==> src/dso_pkg.sv <==
// Constants, register map and carrier types for the drive sequence output interlock
// How it works
// - Attain flag set while output is within configured width of the setting.
// - Current detect compares current to level with 5% rated-current hysteresis.
// - Two speed detectors compare frequency to own levels with 1% hysteresis.
// - Zero speed flag compares frequency to its level with 1% hysteresis.
// - Delayed run output falls a configured number of 0.1 s ticks after running.
// - Running returning during the delay keeps output on; next loss restarts delay.
// - Reset, standing for power-down, clears delayed run output and its pending delay.
// - Each error output matches a fault main code 0x00-0x13 and sub-code 0x0-0xF.
// - Fault selector carries class bit: 0 major fault, 1 minor fault.
// - Minor fault outputs hold for configured time; zero holds until fault reset.
// - With threshold set, run starts once setting exceeds threshold, stops below threshold minus its hysteresis.
// - Setting above interlock value at run command inhibits motor start.
// - Interlock value zero disables interlock; zero also disables threshold and delay.
// - Motor start is delayed by the run delay time after run command.
// - Threshold, interlock and run delay are bypassed in jogging mode.
// - Run delay is bypassed in local mode.
// - While run is held back, forward and reverse lamps both flash.
package dso_pkg;

  localparam int unsigned CLK_HZ       = 200_000_000;
  localparam int unsigned TICK_MS      = 100;
  localparam int unsigned TICK_CYCLES  = CLK_HZ / 1000 * TICK_MS;
  localparam int unsigned BLINK_TICKS  = 5;

  // Quantities are in 0.1 % steps of the full scale
  localparam logic [15:0] HYST_CURRENT = 16'h0032;
  localparam logic [15:0] HYST_SPEED   = 16'h000a;

  localparam int unsigned ADDR_W = 7;
  localparam int unsigned CFG_N  = 19;
  localparam logic [4:0] IDX_ATTAIN   = 5'h00;
  localparam logic [4:0] IDX_CURRENT  = 5'h01;
  localparam logic [4:0] IDX_SPEED_A  = 5'h02;
  localparam logic [4:0] IDX_SPEED_B  = 5'h03;
  localparam logic [4:0] IDX_ZERO     = 5'h04;
  localparam logic [4:0] IDX_OFFDLY   = 5'h05;
  localparam logic [4:0] IDX_THRESH   = 5'h06;
  localparam logic [4:0] IDX_THHYST   = 5'h07;
  localparam logic [4:0] IDX_ILOCK    = 5'h08;
  localparam logic [4:0] IDX_RUNDLY   = 5'h09;
  localparam logic [4:0] IDX_FSEL0    = 5'h0a;
  localparam logic [4:0] IDX_HOLD0    = 5'h0e;
  localparam logic [4:0] IDX_STATUS   = 5'h13;
  localparam logic [4:0] IDX_IRQ      = 5'h14;
  localparam logic [4:0] IDX_MASK     = 5'h15;
  localparam logic [15:0] CFG_RESET   = 16'h0000;

  typedef struct packed {
    logic [15:0] out_freq;
    logic [15:0] set_freq;
    logic [15:0] current;
  } dso_meas_s;

  typedef struct packed {
    logic       valid;
    logic       minor;
    logic [4:0] main_code;
    logic [3:0] sub_code;
  } dso_fault_s;

  typedef enum logic [1:0] {
    DSO_IDLE  = 2'b00,
    DSO_DELAY = 2'b01,
    DSO_RUN   = 2'b11
  } dso_run_e;

endpackage

==> src/dso_drive_seq_out.sv <==
// Sequence status outputs, fault outputs and run interlock with Avalon-MM register slave
//
// The implementer's own choices: the Avalon-MM interface to the registers and the register offsets.
`timescale 1ns/1ps
module dso_drive_seq_out
  import dso_pkg::*;
#(
  parameter int unsigned TICK_LEN = TICK_CYCLES
) (
  input  wire logic              i_sys_clk,
  input  wire logic              i_nrst,
  input  wire logic [ADDR_W-1:0] i_avs_address,
  input  wire logic              i_avs_read,
  input  wire logic              i_avs_write,
  input  wire logic [31:0]       i_avs_writedata,
  input  wire logic [3:0]        i_avs_byteenable,
  output logic      [31:0]       o_avs_readdata,
  output logic                   o_avs_waitrequest,
  input  wire dso_meas_s         i_meas,
  input  wire dso_fault_s        i_fault,
  input  wire logic              i_fault_rst,
  input  wire logic              i_running,
  input  wire logic              i_run_cmd,
  input  wire logic              i_dir_rev,
  input  wire logic              i_jog,
  input  wire logic              i_local,
  output logic                   o_attain_flag,
  output logic                   o_current_detect_flag,
  output logic                   o_speed_detect_a,
  output logic                   o_speed_detect_b,
  output logic                   o_zero_speed_flag,
  output logic                   o_delayed_run_out,
  output logic      [3:0]        o_error_code_outputs,
  output logic                   o_alarm_out,
  output logic                   o_run_permit,
  output logic                   o_forward_lamp,
  output logic                   o_reverse_lamp,
  output logic                   o_irq
);

  // Assert at level, release below level minus band
  function automatic logic hyst_above(logic prev, logic [15:0] v, logic [15:0] lvl,
                                      logic [15:0] band);
    logic [16:0] lo;
    lo = {1'b0, lvl} - {1'b0, band};
    if (v >= lvl) return 1'b1;
    if (lo[16] || ({1'b0, v} < lo)) return 1'b0;
    return prev;
  endfunction

  // ---------------- tick base ----------------
  logic [31:0] tick_cnt_r, tick_cnt_nxt;
  logic        tick_r, tick_nxt;
  always_comb begin
    tick_nxt     = 1'b0;
    tick_cnt_nxt = tick_cnt_r + 32'h1;
    if (tick_cnt_r >= TICK_LEN - 1) begin
      tick_cnt_nxt = 32'h0;
      tick_nxt     = 1'b1;
    end
  end
  always_ff @(posedge i_sys_clk or negedge i_nrst) begin
    if (!i_nrst) begin
      tick_cnt_r <= 32'h0;
      tick_r     <= 1'b0;
    end else begin
      tick_cnt_r <= tick_cnt_nxt;
      tick_r     <= tick_nxt;
    end
  end

  // ---------------- register file ----------------
  logic [15:0] cfg_r [CFG_N];
  logic [15:0] cfg_nxt [CFG_N];
  logic [7:0]  irq_r, irq_nxt, mask_r, mask_nxt, ev;
  logic [31:0] rdata_r, rdata_nxt, rd_mux, status_w;
  logic        wait_r, wait_nxt, irq_out_r, irq_out_nxt;
  logic [4:0]  idx;
  logic        req;

  assign idx = i_avs_address[6:2];
  assign req = i_avs_read | i_avs_write;

  always_comb begin
    rd_mux = 32'h0;
    if (idx < 5'(CFG_N)) rd_mux = {16'h0, cfg_r[idx]};
    else if (idx == IDX_STATUS) rd_mux = status_w;
    else if (idx == IDX_IRQ) rd_mux = {24'h0, irq_r};
    else if (idx == IDX_MASK) rd_mux = {24'h0, mask_r};
  end

  always_comb begin
    wait_nxt  = 1'b1;
    rdata_nxt = rdata_r;
    cfg_nxt   = cfg_r;
    mask_nxt  = mask_r;
    irq_nxt   = irq_r | ev;
    // First cycle of a request: capture data, answer on the next edge
    if (req && wait_r) begin
      wait_nxt  = 1'b0;
      rdata_nxt = rd_mux;
    end
    if (req && !wait_r) begin
      if (i_avs_write && idx < 5'(CFG_N)) begin
        if (i_avs_byteenable[0]) cfg_nxt[idx][7:0] = i_avs_writedata[7:0];
        if (i_avs_byteenable[1]) cfg_nxt[idx][15:8] = i_avs_writedata[15:8];
      end
      if (i_avs_write && idx == IDX_MASK && i_avs_byteenable[0])
        mask_nxt = i_avs_writedata[7:0];
      // Only bits that were returned are cleared, and a new event still wins
      if (i_avs_read && idx == IDX_IRQ)
        irq_nxt = (irq_r & ~rdata_r[7:0]) | ev;
    end
    irq_out_nxt = |(irq_nxt & mask_nxt);
  end

  always_ff @(posedge i_sys_clk or negedge i_nrst) begin
    if (!i_nrst) begin
      for (int i = 0; i < CFG_N; i++) cfg_r[i] <= CFG_RESET;
      wait_r    <= 1'b1;
      rdata_r   <= 32'h0;
      irq_r     <= 8'h00;
      mask_r    <= 8'h00;
      irq_out_r <= 1'b0;
    end else begin
      cfg_r     <= cfg_nxt;
      wait_r    <= wait_nxt;
      rdata_r   <= rdata_nxt;
      irq_r     <= irq_nxt;
      mask_r    <= mask_nxt;
      irq_out_r <= irq_out_nxt;
    end
  end

  // ---------------- level detectors ----------------
  logic [4:0]  det_r, det_nxt;
  logic [15:0] fdiff;
  always_comb begin
    fdiff = (i_meas.out_freq >= i_meas.set_freq) ? i_meas.out_freq - i_meas.set_freq
                                                 : i_meas.set_freq - i_meas.out_freq;
    det_nxt[0] = (fdiff <= cfg_r[IDX_ATTAIN]);
    det_nxt[1] = hyst_above(det_r[1], i_meas.current, cfg_r[IDX_CURRENT],
                            HYST_CURRENT);
    det_nxt[2] = hyst_above(det_r[2], i_meas.out_freq, cfg_r[IDX_SPEED_A],
                            HYST_SPEED);
    det_nxt[3] = hyst_above(det_r[3], i_meas.out_freq, cfg_r[IDX_SPEED_B],
                            HYST_SPEED);
    // Zero speed is the low side: on at or below level, off above level plus band
    det_nxt[4] = det_r[4];
    if (i_meas.out_freq <= cfg_r[IDX_ZERO]) det_nxt[4] = 1'b1;
    else if ({1'b0, i_meas.out_freq} > {1'b0, cfg_r[IDX_ZERO]} + {1'b0, HYST_SPEED})
      det_nxt[4] = 1'b0;
  end
  always_ff @(posedge i_sys_clk or negedge i_nrst) begin
    if (!i_nrst) det_r <= 5'h00;
    else det_r <= det_nxt;
  end

  // ---------------- delayed run output ----------------
  logic        drun_r, drun_nxt;
  logic [15:0] ddly_r, ddly_nxt;
  always_comb begin
    drun_nxt = drun_r;
    ddly_nxt = ddly_r;
    if (i_running) begin
      drun_nxt = 1'b1;
      ddly_nxt = cfg_r[IDX_OFFDLY];
    end else if (drun_r) begin
      if (ddly_r == 16'h0) drun_nxt = 1'b0;
      else if (tick_r) ddly_nxt = ddly_r - 16'h1;
    end
  end
  always_ff @(posedge i_sys_clk or negedge i_nrst) begin
    if (!i_nrst) begin
      drun_r <= 1'b0;
      ddly_r <= 16'h0;
    end else begin
      drun_r <= drun_nxt;
      ddly_r <= ddly_nxt;
    end
  end

  // ---------------- fault outputs ----------------
  // Channels 0..3 are error code outputs, channel 4 is the alarm
  logic [4:0] fout_r;
  genvar g;
  generate
    for (g = 0; g < 5; g++) begin : g_fault
      logic        act_r, act_nxt, minor_r, minor_nxt, hit;
      logic [15:0] hold_r, hold_nxt;
      if (g < 4) begin : g_sel
        logic [9:0] sel;
        assign sel = cfg_r[IDX_FSEL0 + 5'(g)][9:0];
        assign hit = i_fault.valid && (sel[9] == i_fault.minor) &&
                     (sel[8:4] == i_fault.main_code) && (sel[3:0] == i_fault.sub_code);
      end else begin : g_any
        assign hit = i_fault.valid;
      end
      always_comb begin
        act_nxt   = act_r;
        minor_nxt = minor_r;
        hold_nxt  = hold_r;
        if (act_r && minor_r && hold_r != 16'h0 && tick_r) begin
          hold_nxt = hold_r - 16'h1;
          if (hold_r == 16'h1) act_nxt = 1'b0;
        end
        if (i_fault_rst) act_nxt = 1'b0;
        if (hit) begin
          act_nxt   = 1'b1;
          minor_nxt = i_fault.minor;
          hold_nxt  = cfg_r[IDX_HOLD0 + 5'(g)];
        end
      end
      always_ff @(posedge i_sys_clk or negedge i_nrst) begin
        if (!i_nrst) begin
          act_r   <= 1'b0;
          minor_r <= 1'b0;
          hold_r  <= 16'h0;
        end else begin
          act_r   <= act_nxt;
          minor_r <= minor_nxt;
          hold_r  <= hold_nxt;
        end
      end
      assign fout_r[g] = act_r;
    end
  endgenerate

  // ---------------- run interlock ----------------
  dso_run_e    run_r, run_nxt;
  logic        thr_ok_r, thr_ok_nxt, held_r, held_nxt, permit_r, permit_nxt;
  logic [15:0] rdly_r, rdly_nxt;
  logic        ilk_block;
  logic [16:0] thr_lo;
  always_comb begin
    thr_lo     = {1'b0, cfg_r[IDX_THRESH]} - {1'b0, cfg_r[IDX_THHYST]};
    thr_ok_nxt = thr_ok_r;
    if (cfg_r[IDX_THRESH] == 16'h0) thr_ok_nxt = 1'b1;
    else if (i_meas.set_freq > cfg_r[IDX_THRESH]) thr_ok_nxt = 1'b1;
    else if (thr_lo[16] || {1'b0, i_meas.set_freq} < thr_lo) thr_ok_nxt = 1'b0;
    // Only a start is inhibited; a running motor keeps going
    ilk_block = (cfg_r[IDX_ILOCK] != 16'h0) &&
                (i_meas.set_freq > cfg_r[IDX_ILOCK]);
    run_nxt  = run_r;
    rdly_nxt = rdly_r;
    unique case (run_r)
      DSO_IDLE: begin
        if (i_run_cmd && !ilk_block) begin
          run_nxt  = DSO_DELAY;
          rdly_nxt = cfg_r[IDX_RUNDLY];
        end
      end
      DSO_DELAY: begin
        if (!i_run_cmd) run_nxt = DSO_IDLE;
        else if (rdly_r == 16'h0 || i_local) run_nxt = DSO_RUN;
        else if (tick_r) rdly_nxt = rdly_r - 16'h1;
      end
      DSO_RUN: begin
        if (!i_run_cmd) run_nxt = DSO_IDLE;
      end
    endcase
    permit_nxt = i_run_cmd &&
                 (i_jog || (run_r == DSO_RUN && thr_ok_r));
    held_nxt   = i_run_cmd && !i_jog && !permit_nxt;
  end
  always_ff @(posedge i_sys_clk or negedge i_nrst) begin
    if (!i_nrst) begin
      run_r    <= DSO_IDLE;
      rdly_r   <= 16'h0;
      thr_ok_r <= 1'b0;
      held_r   <= 1'b0;
      permit_r <= 1'b0;
    end else begin
      run_r    <= run_nxt;
      rdly_r   <= rdly_nxt;
      thr_ok_r <= thr_ok_nxt;
      held_r   <= held_nxt;
      permit_r <= permit_nxt;
    end
  end

  // ---------------- lamps ----------------
  logic [7:0] blink_cnt_r, blink_cnt_nxt;
  logic       blink_r, blink_nxt, fwd_r, fwd_nxt, rev_r, rev_nxt;
  always_comb begin
    blink_cnt_nxt = blink_cnt_r;
    blink_nxt     = blink_r;
    if (tick_r) begin
      if (blink_cnt_r >= 8'(BLINK_TICKS - 1)) begin
        blink_cnt_nxt = 8'h00;
        blink_nxt     = ~blink_r;
      end else begin
        blink_cnt_nxt = blink_cnt_r + 8'h01;
      end
    end
    if (held_r) begin
      fwd_nxt = blink_r;
      rev_nxt = blink_r;
    end else begin
      fwd_nxt = i_running && !i_dir_rev;
      rev_nxt = i_running && i_dir_rev;
    end
  end
  always_ff @(posedge i_sys_clk or negedge i_nrst) begin
    if (!i_nrst) begin
      blink_cnt_r <= 8'h00;
      blink_r     <= 1'b0;
      fwd_r       <= 1'b0;
      rev_r       <= 1'b0;
    end else begin
      blink_cnt_r <= blink_cnt_nxt;
      blink_r     <= blink_nxt;
      fwd_r       <= fwd_nxt;
      rev_r       <= rev_nxt;
    end
  end

  // ---------------- events and status ----------------
  logic [4:0] det_d_r;
  logic       drun_d_r, held_d_r;
  always_ff @(posedge i_sys_clk or negedge i_nrst) begin
    if (!i_nrst) begin
      det_d_r  <= 5'h00;
      drun_d_r <= 1'b0;
      held_d_r <= 1'b0;
    end else begin
      det_d_r  <= det_r;
      drun_d_r <= drun_r;
      held_d_r <= held_r;
    end
  end
  assign ev = {held_r & ~held_d_r, i_fault.valid, drun_d_r & ~drun_r,
               det_r & ~det_d_r};
  assign status_w = {19'h0, fout_r, held_r, permit_r, drun_r, det_r};

  assign o_avs_readdata        = rdata_r;
  assign o_avs_waitrequest     = wait_r;
  assign o_attain_flag         = det_r[0];
  assign o_current_detect_flag = det_r[1];
  assign o_speed_detect_a      = det_r[2];
  assign o_speed_detect_b      = det_r[3];
  assign o_zero_speed_flag     = det_r[4];
  assign o_delayed_run_out     = drun_r;
  assign o_error_code_outputs  = fout_r[3:0];
  assign o_alarm_out           = fout_r[4];
  assign o_run_permit          = permit_r;
  assign o_forward_lamp        = fwd_r;
  assign o_reverse_lamp        = rev_r;
  assign o_irq                 = irq_out_r;

endmodule // dso_drive_seq_out

==> config.mk <==
export PLATFORM = sky130hd
export DESIGN_NAME = dso_drive_seq_out
export DESIGN_NICKNAME = d
export VERILOG_FILES = /design/src/dso_pkg.sv /design/src/dso_drive_seq_out.sv
export SDC_FILE = /design/constraint.sdc
export NUM_CORES = 1
export LEC_CHECK = 0
export BUFFER_PORTS_ARGS = -buffer_cell sky130_fd_sc_hd__buf_4
export CAP_MARGIN = 20
export CORE_MARGIN = 2
export CORE_UTILIZATION = 40
export CTS_CLUSTER_DIAMETER = 30
export DETAILED_ROUTE_END_ITERATION = 7
export GPL_ROUTABILITY_DRIVEN = 0
export PLACE_DENSITY_LB_ADDON = 0.1
export SLEW_MARGIN = 20
export SYNTH_ARGS = -nofsm -noshare
export SYNTH_HDL_FRONTEND = slang
export SYNTH_SLANG_ARGS = --single-unit
==> constraint.sdc <==
create_clock -name i_sys_clk -period 5.6 [get_ports i_sys_clk]
set_clock_uncertainty 0.1 [all_clocks]
set_input_delay 0 -clock i_sys_clk [delete_from_list [all_inputs] [get_ports i_sys_clk]]
set_output_delay 0 -clock i_sys_clk [all_outputs]
set_load 0.02 [all_outputs]
* Word level (Yosys, flattened, before mapping)
Cells that the tools add are included.
Storage, ports and cells: flip-flop bits (word level) 538, input port bits 112, output and inout port bits 48, logic and storage cells 335
Cells by class: add/sub/neg operators 16, order comparisons 18, eq/ne operators 29, multiplexer cells 101, bitwise gates (word level) 14, reduce and logical (&&, ||, !) cells 97
Operators by type and width (number):
- $mux 304 | 4
- $bwmux 304 | 2
- $mux 16 | 22
- $demux 16 s5 | 2
- $sub 16x1->16 const B | 7
- $reduce_bool 16->1 | 6
- $bmux 16 s5 | 1
- $eq 16x1->1 const B | 5
- $lt 16x17->1 | 4
- $ge 16x16->1 | 4
- $mux 32 | 2
- $mux 8 | 8
- $mux 1 | 53
- $logic_not 16->1 | 3
- $logic_and 1x1->1 | 42
- $sub 16x4->17 const B | 2
- $reduce_bool 3->1 | 11
- $add 32x1->32 const B | 1
- $ge 32x25->1 const B | 1
- $gt 16x16->1 | 2
- $le 16x16->1 | 2
- $pmux 16 s2 | 1
- $sub 16x16->16 | 2
- $reduce_bool 2->1 | 12
- other kinds (36) | 76

* Depth between registers and ports, before layout
word-level depth 11, gate-level depth with buffers 20, depth with buffers taken out 19

* Worst setup path before layout
No wires, ideal clock.
path kind input-to-reg, from input port i_meas[32] (netlist bit), to register det_r[0], setup time 77 ps, arrival time 3416 ps, data required time 5423 ps, path slack 2007 ps, stages on the path 19, buffers on the path 1, cells stage by stage inv_1 ha_1 inv_1 fa_1 a21oi_1 o211ai_1 a21oi_1 a21oi_1 o22ai_2 buf_2 mux2_2 ha_1 nor2b_1 o21a_1 o21ai_0 nand2b_1 a211oi_1 o311ai_0 a21oi_1
On the way: longest elaborated chain between the ends 3, elaborated cells between the ends (all ways) 5, those cells by class add/sub: 2; order compare: 2; mux: 1
Ends and longest elaborated chain:
- from (decl) | line dso_drive_seq_out.sv:19 | input wire dso_meas_s i_meas,
- $sub 16x16->16, or another cell as far along | line dso_drive_seq_out.sv:140 | : i_meas.set_freq - i_meas.out_freq;
- $mux 16 * | line dso_drive_seq_out.sv:139 | fdiff = (i_meas.out_freq >= i_meas.set_freq) ? i_meas.out_freq - i_meas.set_freq
- $le 16x16->1 * | line dso_drive_seq_out.sv:141 | det_nxt[0] = (fdiff <= cfg_r[IDX_ATTAIN]);
- named net det_nxt[0] | line dso_drive_seq_out.sv:136 | logic [4:0] det_r, det_nxt;
- to (signal assigned) | line dso_drive_seq_out.sv:156 | else det_r <= det_nxt;
- to (decl) | line dso_drive_seq_out.sv:136
Mark *: on every way through the listed nets, which the timed path passes. The rest lies on a longest branch. A chain may end at the register's enable or synchronous reset.

* Worst setup path after layout
Ends and elaborated chain as after synthesis.

==> results_dict.tcl <==
set metrics [dict create \
    final_cell_mix "521 x dfrtp_1, 328 x mux2_2, 253 x ha_1" \
    top_layer_used "met5" \
    rsz0062_at_grt "false" \
    core-area_sq_mm 0.08172 \
    synth_top_flop_cell "dfrtp_1" \
    synth-simple-area-share 0.1188 \
    tns_ns 0 \
    layout_commonest_cell "dfrtp_1" \
    cp_common_cell "a21oi_1" \
    avgViaCountPerCell 5.721 \
    r2r-end "det_r[1]" \
    reg2reg_slack_ns 1.38 \
    die_y_microns 290.6 \
    die_w_microns 290.6 \
    track_usage 0.2556 \
    async_flop_share 1.000 \
    syn_area_sq_mm 0.03287 \
    cts_root_buf "clkbuf_16" \
    muxShareOfSynthArea 0.1663 \
    routed_wl_microns 108000 \
    crit_family "compound AO/OA/AOI/OAI gates" \
    power.density_mw_per_mm2 380.8 \
    numPortBuffers 123 \
    max_cap_violations 0 \
    worstHoldPathCells 6 \
    clockBufferDepth 3 \
    synth-edff-count 0 \
    pin_count 160 \
    area_delta_synth_final_pct 22.19 \
    drv_slew 0 \
    p_leak_nw 17.87 \
    grt_pass1_wl_microns 164200 \
    drt-met1-wl_microns 49370 \
    synth_xor_area_frac 0.05969 \
    synth_top_family_by_area "multiplexers" \
    setup_viol 0 \
    grt_pass1_vias 26514 \
    fin_crit_sh 0.7578 \
    overflow 0 \
    met2RoutedLength_microns 50420 \
    r2r-start "cfg_r[273]" \
    max-vdd-ir-drop_uv 340.5 \
    slowest_delay_ns 0.54 \
    syn_inst 3171 \
    drtPass1Iterations 5 \
    vias 26103 \
    wl_per_cell_microns 23.66 \
    path_clk_slew_ns 0.04 \
    tightest_slew_ns 1.015 \
    initial_utilization 0.4022 \
    hpwl_microns 78950 \
    cts_max_level 4 \
    yosysSeqAreaShare 0.3975 \
    path_buf_inv 6 \
    hold_end "thr_ok_r" \
    outcome "completed" \
    cts-buffers-inserted 132 \
    power.total_mw 15.29 \
    cp.required_ns 6.13 \
    cts_tree "yes" \
    drt_iter0_drc 1809 \
    design.die.area_sq_mm 0.08447 \
    path_cells "dlygate4sd3_1, buf_4, inv_1, buf_4, ha_1, inv_1, fa_1, a21oi_1, o211ai_1, a21oi_1, a21oi_1, o22ai_2, buf_4, mux2_2, ha_1, nor2b_1, o21a_1, o21ai_0, nand2b_1, a211oi_1, o311ai_0, a21oi_1" \
    critPathCaptureType "register" \
    drive_gt1_frac 0.2291 \
    min-delay-start "i_meas[30]" \
    fp-row-count 105 \
    grt_max_degree 164 \
    ys_ff_latch 522 \
    reg2regPathDepth 15 \
    min_period_ns 4.244 \
    insertion_delay_ns 0.72 \
    nets 3755 \
    avgSynthCellArea_sq_um 10.36 \
    cts_num_sinks 522 \
    synthAdderAreaFrac 0.09815 \
    crit_type "in -> reg" \
    antenna_found_initial 5 \
    synth-compound-area-share 0.1155 \
    drc 0 \
    yosys.cell_types.count 85 \
    relSlewSlack 0.3133 \
    met3RoutedLength_microns 5477 \
    max_freq_ghz 0.2356 \
    cpMaxStageDelayCell "dlygate4sd3_1" \
    critPathArrivalTime_ns 4.78 \
    ys_warn_count 0 \
    hold_viol_final 0 \
    drtAntennaViolNets 0 \
    hold_path.class "in -> reg" \
    cp_max_fo 8 \
    cp-start-kind "primary input" \
]
[power by group]
group / internal [mW] / total, mW / leakage [nW] / switching (mW)
registers: 4.12 / 4.50 / 6.78 / 0.386
clock network: 5.40 / 7.90 / 2.25 / 2.49
logic: 1.29 / 2.89 / 8.83 / 1.60
total: 10.8 / 15.3 / 17.9 / 4.48
[flip-flops by register name, indices dropped and copies added (netlist names), 2 cells and up]
register	flops
blink_cnt_r	8
det_d_r	5
g_fault.minor_r	5
cfg_r	304
run_r	2
ddly_r	16
o_avs_readdata	16
det_r	5
tick_cnt_r	32
rdly_r	16
g_fault.hold_r	80
irq_r	8
g_fault.act_r	4
mask_r	8
[per-layer routing]
metal  vias up  track usage
met5         -            0
met3       169      0.04795
met4         2      0.07999
li1      11880            -
met2       734       0.4102
met1     13318       0.3495
[through the flow]
step	cell area, sq um	setup WS (ns)	instances	hold WS, ns	util
after global routing	40160	1.032	4562	0.09201	0.4914
after CTS	40150	1.298	4562	0.003307	0.4914
final	40160	1.356	4563	0.01238	0.4914
after global placement	34760	1.335	4255	-0.02288	0.4253
after detailed placement	34760	1.319	4255	-0.02150	0.4253
after floorplan	32950	2.007	3193	-0.3956	-
[area by class of cell]
cell class,count,area [sq um]
Inverter,206,773.2
Fill cell,7501,41560
Multi-Input combinational cell,2313,18460
Sequential cell,522,13060
Timing Repair Buffer,212,1824
Tap cell,1070,1339
Clock buffer,166,3674
Antenna cell,1,2.502
Clock inverter,73,1025
[worst register-to-register path, cell delays in order, from the launching register on]
cell,delay (ns)
dfrtp_1,0.41
inv_1,0.13
ha_1,0.20
a21o_1,0.16
nor2_1,0.08
nor3_1,0.35
nand3_1,0.16
xnor2_1,0.16
ha_1,0.20
a2111oi_0,0.64
o21ai_0,0.20
a2111o_1,0.31
a31oi_1,0.18
or4b_2,0.15
o311ai_0,0.10
dlygate4sd3_1,0.57
[how the worst max path moves through the flow]
| stage | from | end | depth (start not counted) |
|---|---|---|---|
| final | i_meas[32] | det_r[0] | 22 |
| after CTS | cfg_r[273] | det_r[1] | 15 |
| after floorplan | i_meas[32] | det_r[0] | 19 |
| after detailed placement | i_meas[32] | det_r[0] | 21 |
| after global routing | i_meas[32] | det_r[0] | 22 |
| after global placement | i_meas[32] | det_r[0] | 21 |
[kinds of logic after synthesis]
| group | Yosys count |
|---|---|
| fa+ha+maj | 256 |
| compound gates | 582 |
| xor+xnor | 224 |
| flops | 522 |
| buf+inv | 358 |
| mux | 425 |
| other cells | 1 |
| simple gates | 803 |
[synth_stat cells (all sizes together), types with 6 or more instances]
library cell / count / area share
dfrtp: 521 / 0.40
mux2: 328 / 0.11
ha: 253 / 0.096
nor2: 240 / 0.027
inv: 206 / 0.024
nand2: 204 / 0.023
xnor2: 171 / 0.046
a21oi: 158 / 0.024
o21ai: 142 / 0.022
clkbuf: 103 / 0.012
a21o: 74 / 0.017
mux4: 64 / 0.044
nor3: 59 / 0.0091
nand3: 54 / 0.0084
xor2: 53 / 0.014
nand4: 51 / 0.0097
buf: 49 / 0.0086
nor4: 45 / 0.0088
mux2i: 33 / 0.010
nor2b: 31 / 0.0059
o21a: 26 / 0.0059
and3: 24 / 0.0046
or3: 24 / 0.0050
a31oi: 22 / 0.0042
o211ai: 19 / 0.0043
nand2b: 17 / 0.0032
a22oi: 13 / 0.0030
or4: 13 / 0.0032
a221oi: 11 / 0.0029
o32a: 11 / 0.0034
a211oi: 10 / 0.0023
a31o: 10 / 0.0027
a2111oi: 9 / 0.0024
and2: 9 / 0.0017
a22o: 8 / 0.0021
o31ai: 8 / 0.0018
nand3b: 7 / 0.0016
a211o: 6 / 0.0016
and4: 6 / 0.0016
o22ai: 6 / 0.0013
[timing repair]
item / 4_1_cts / 5_1_grt
endpoints found under the setup margin: 0 / 0
setup buffers: 0 / 0
gates resized for setup: 0 / 0
endpoints found under the hold margin: 650 / 0
hold buffers: 68 / 0
Note: power is estimated with default switching activity, not from simulation.
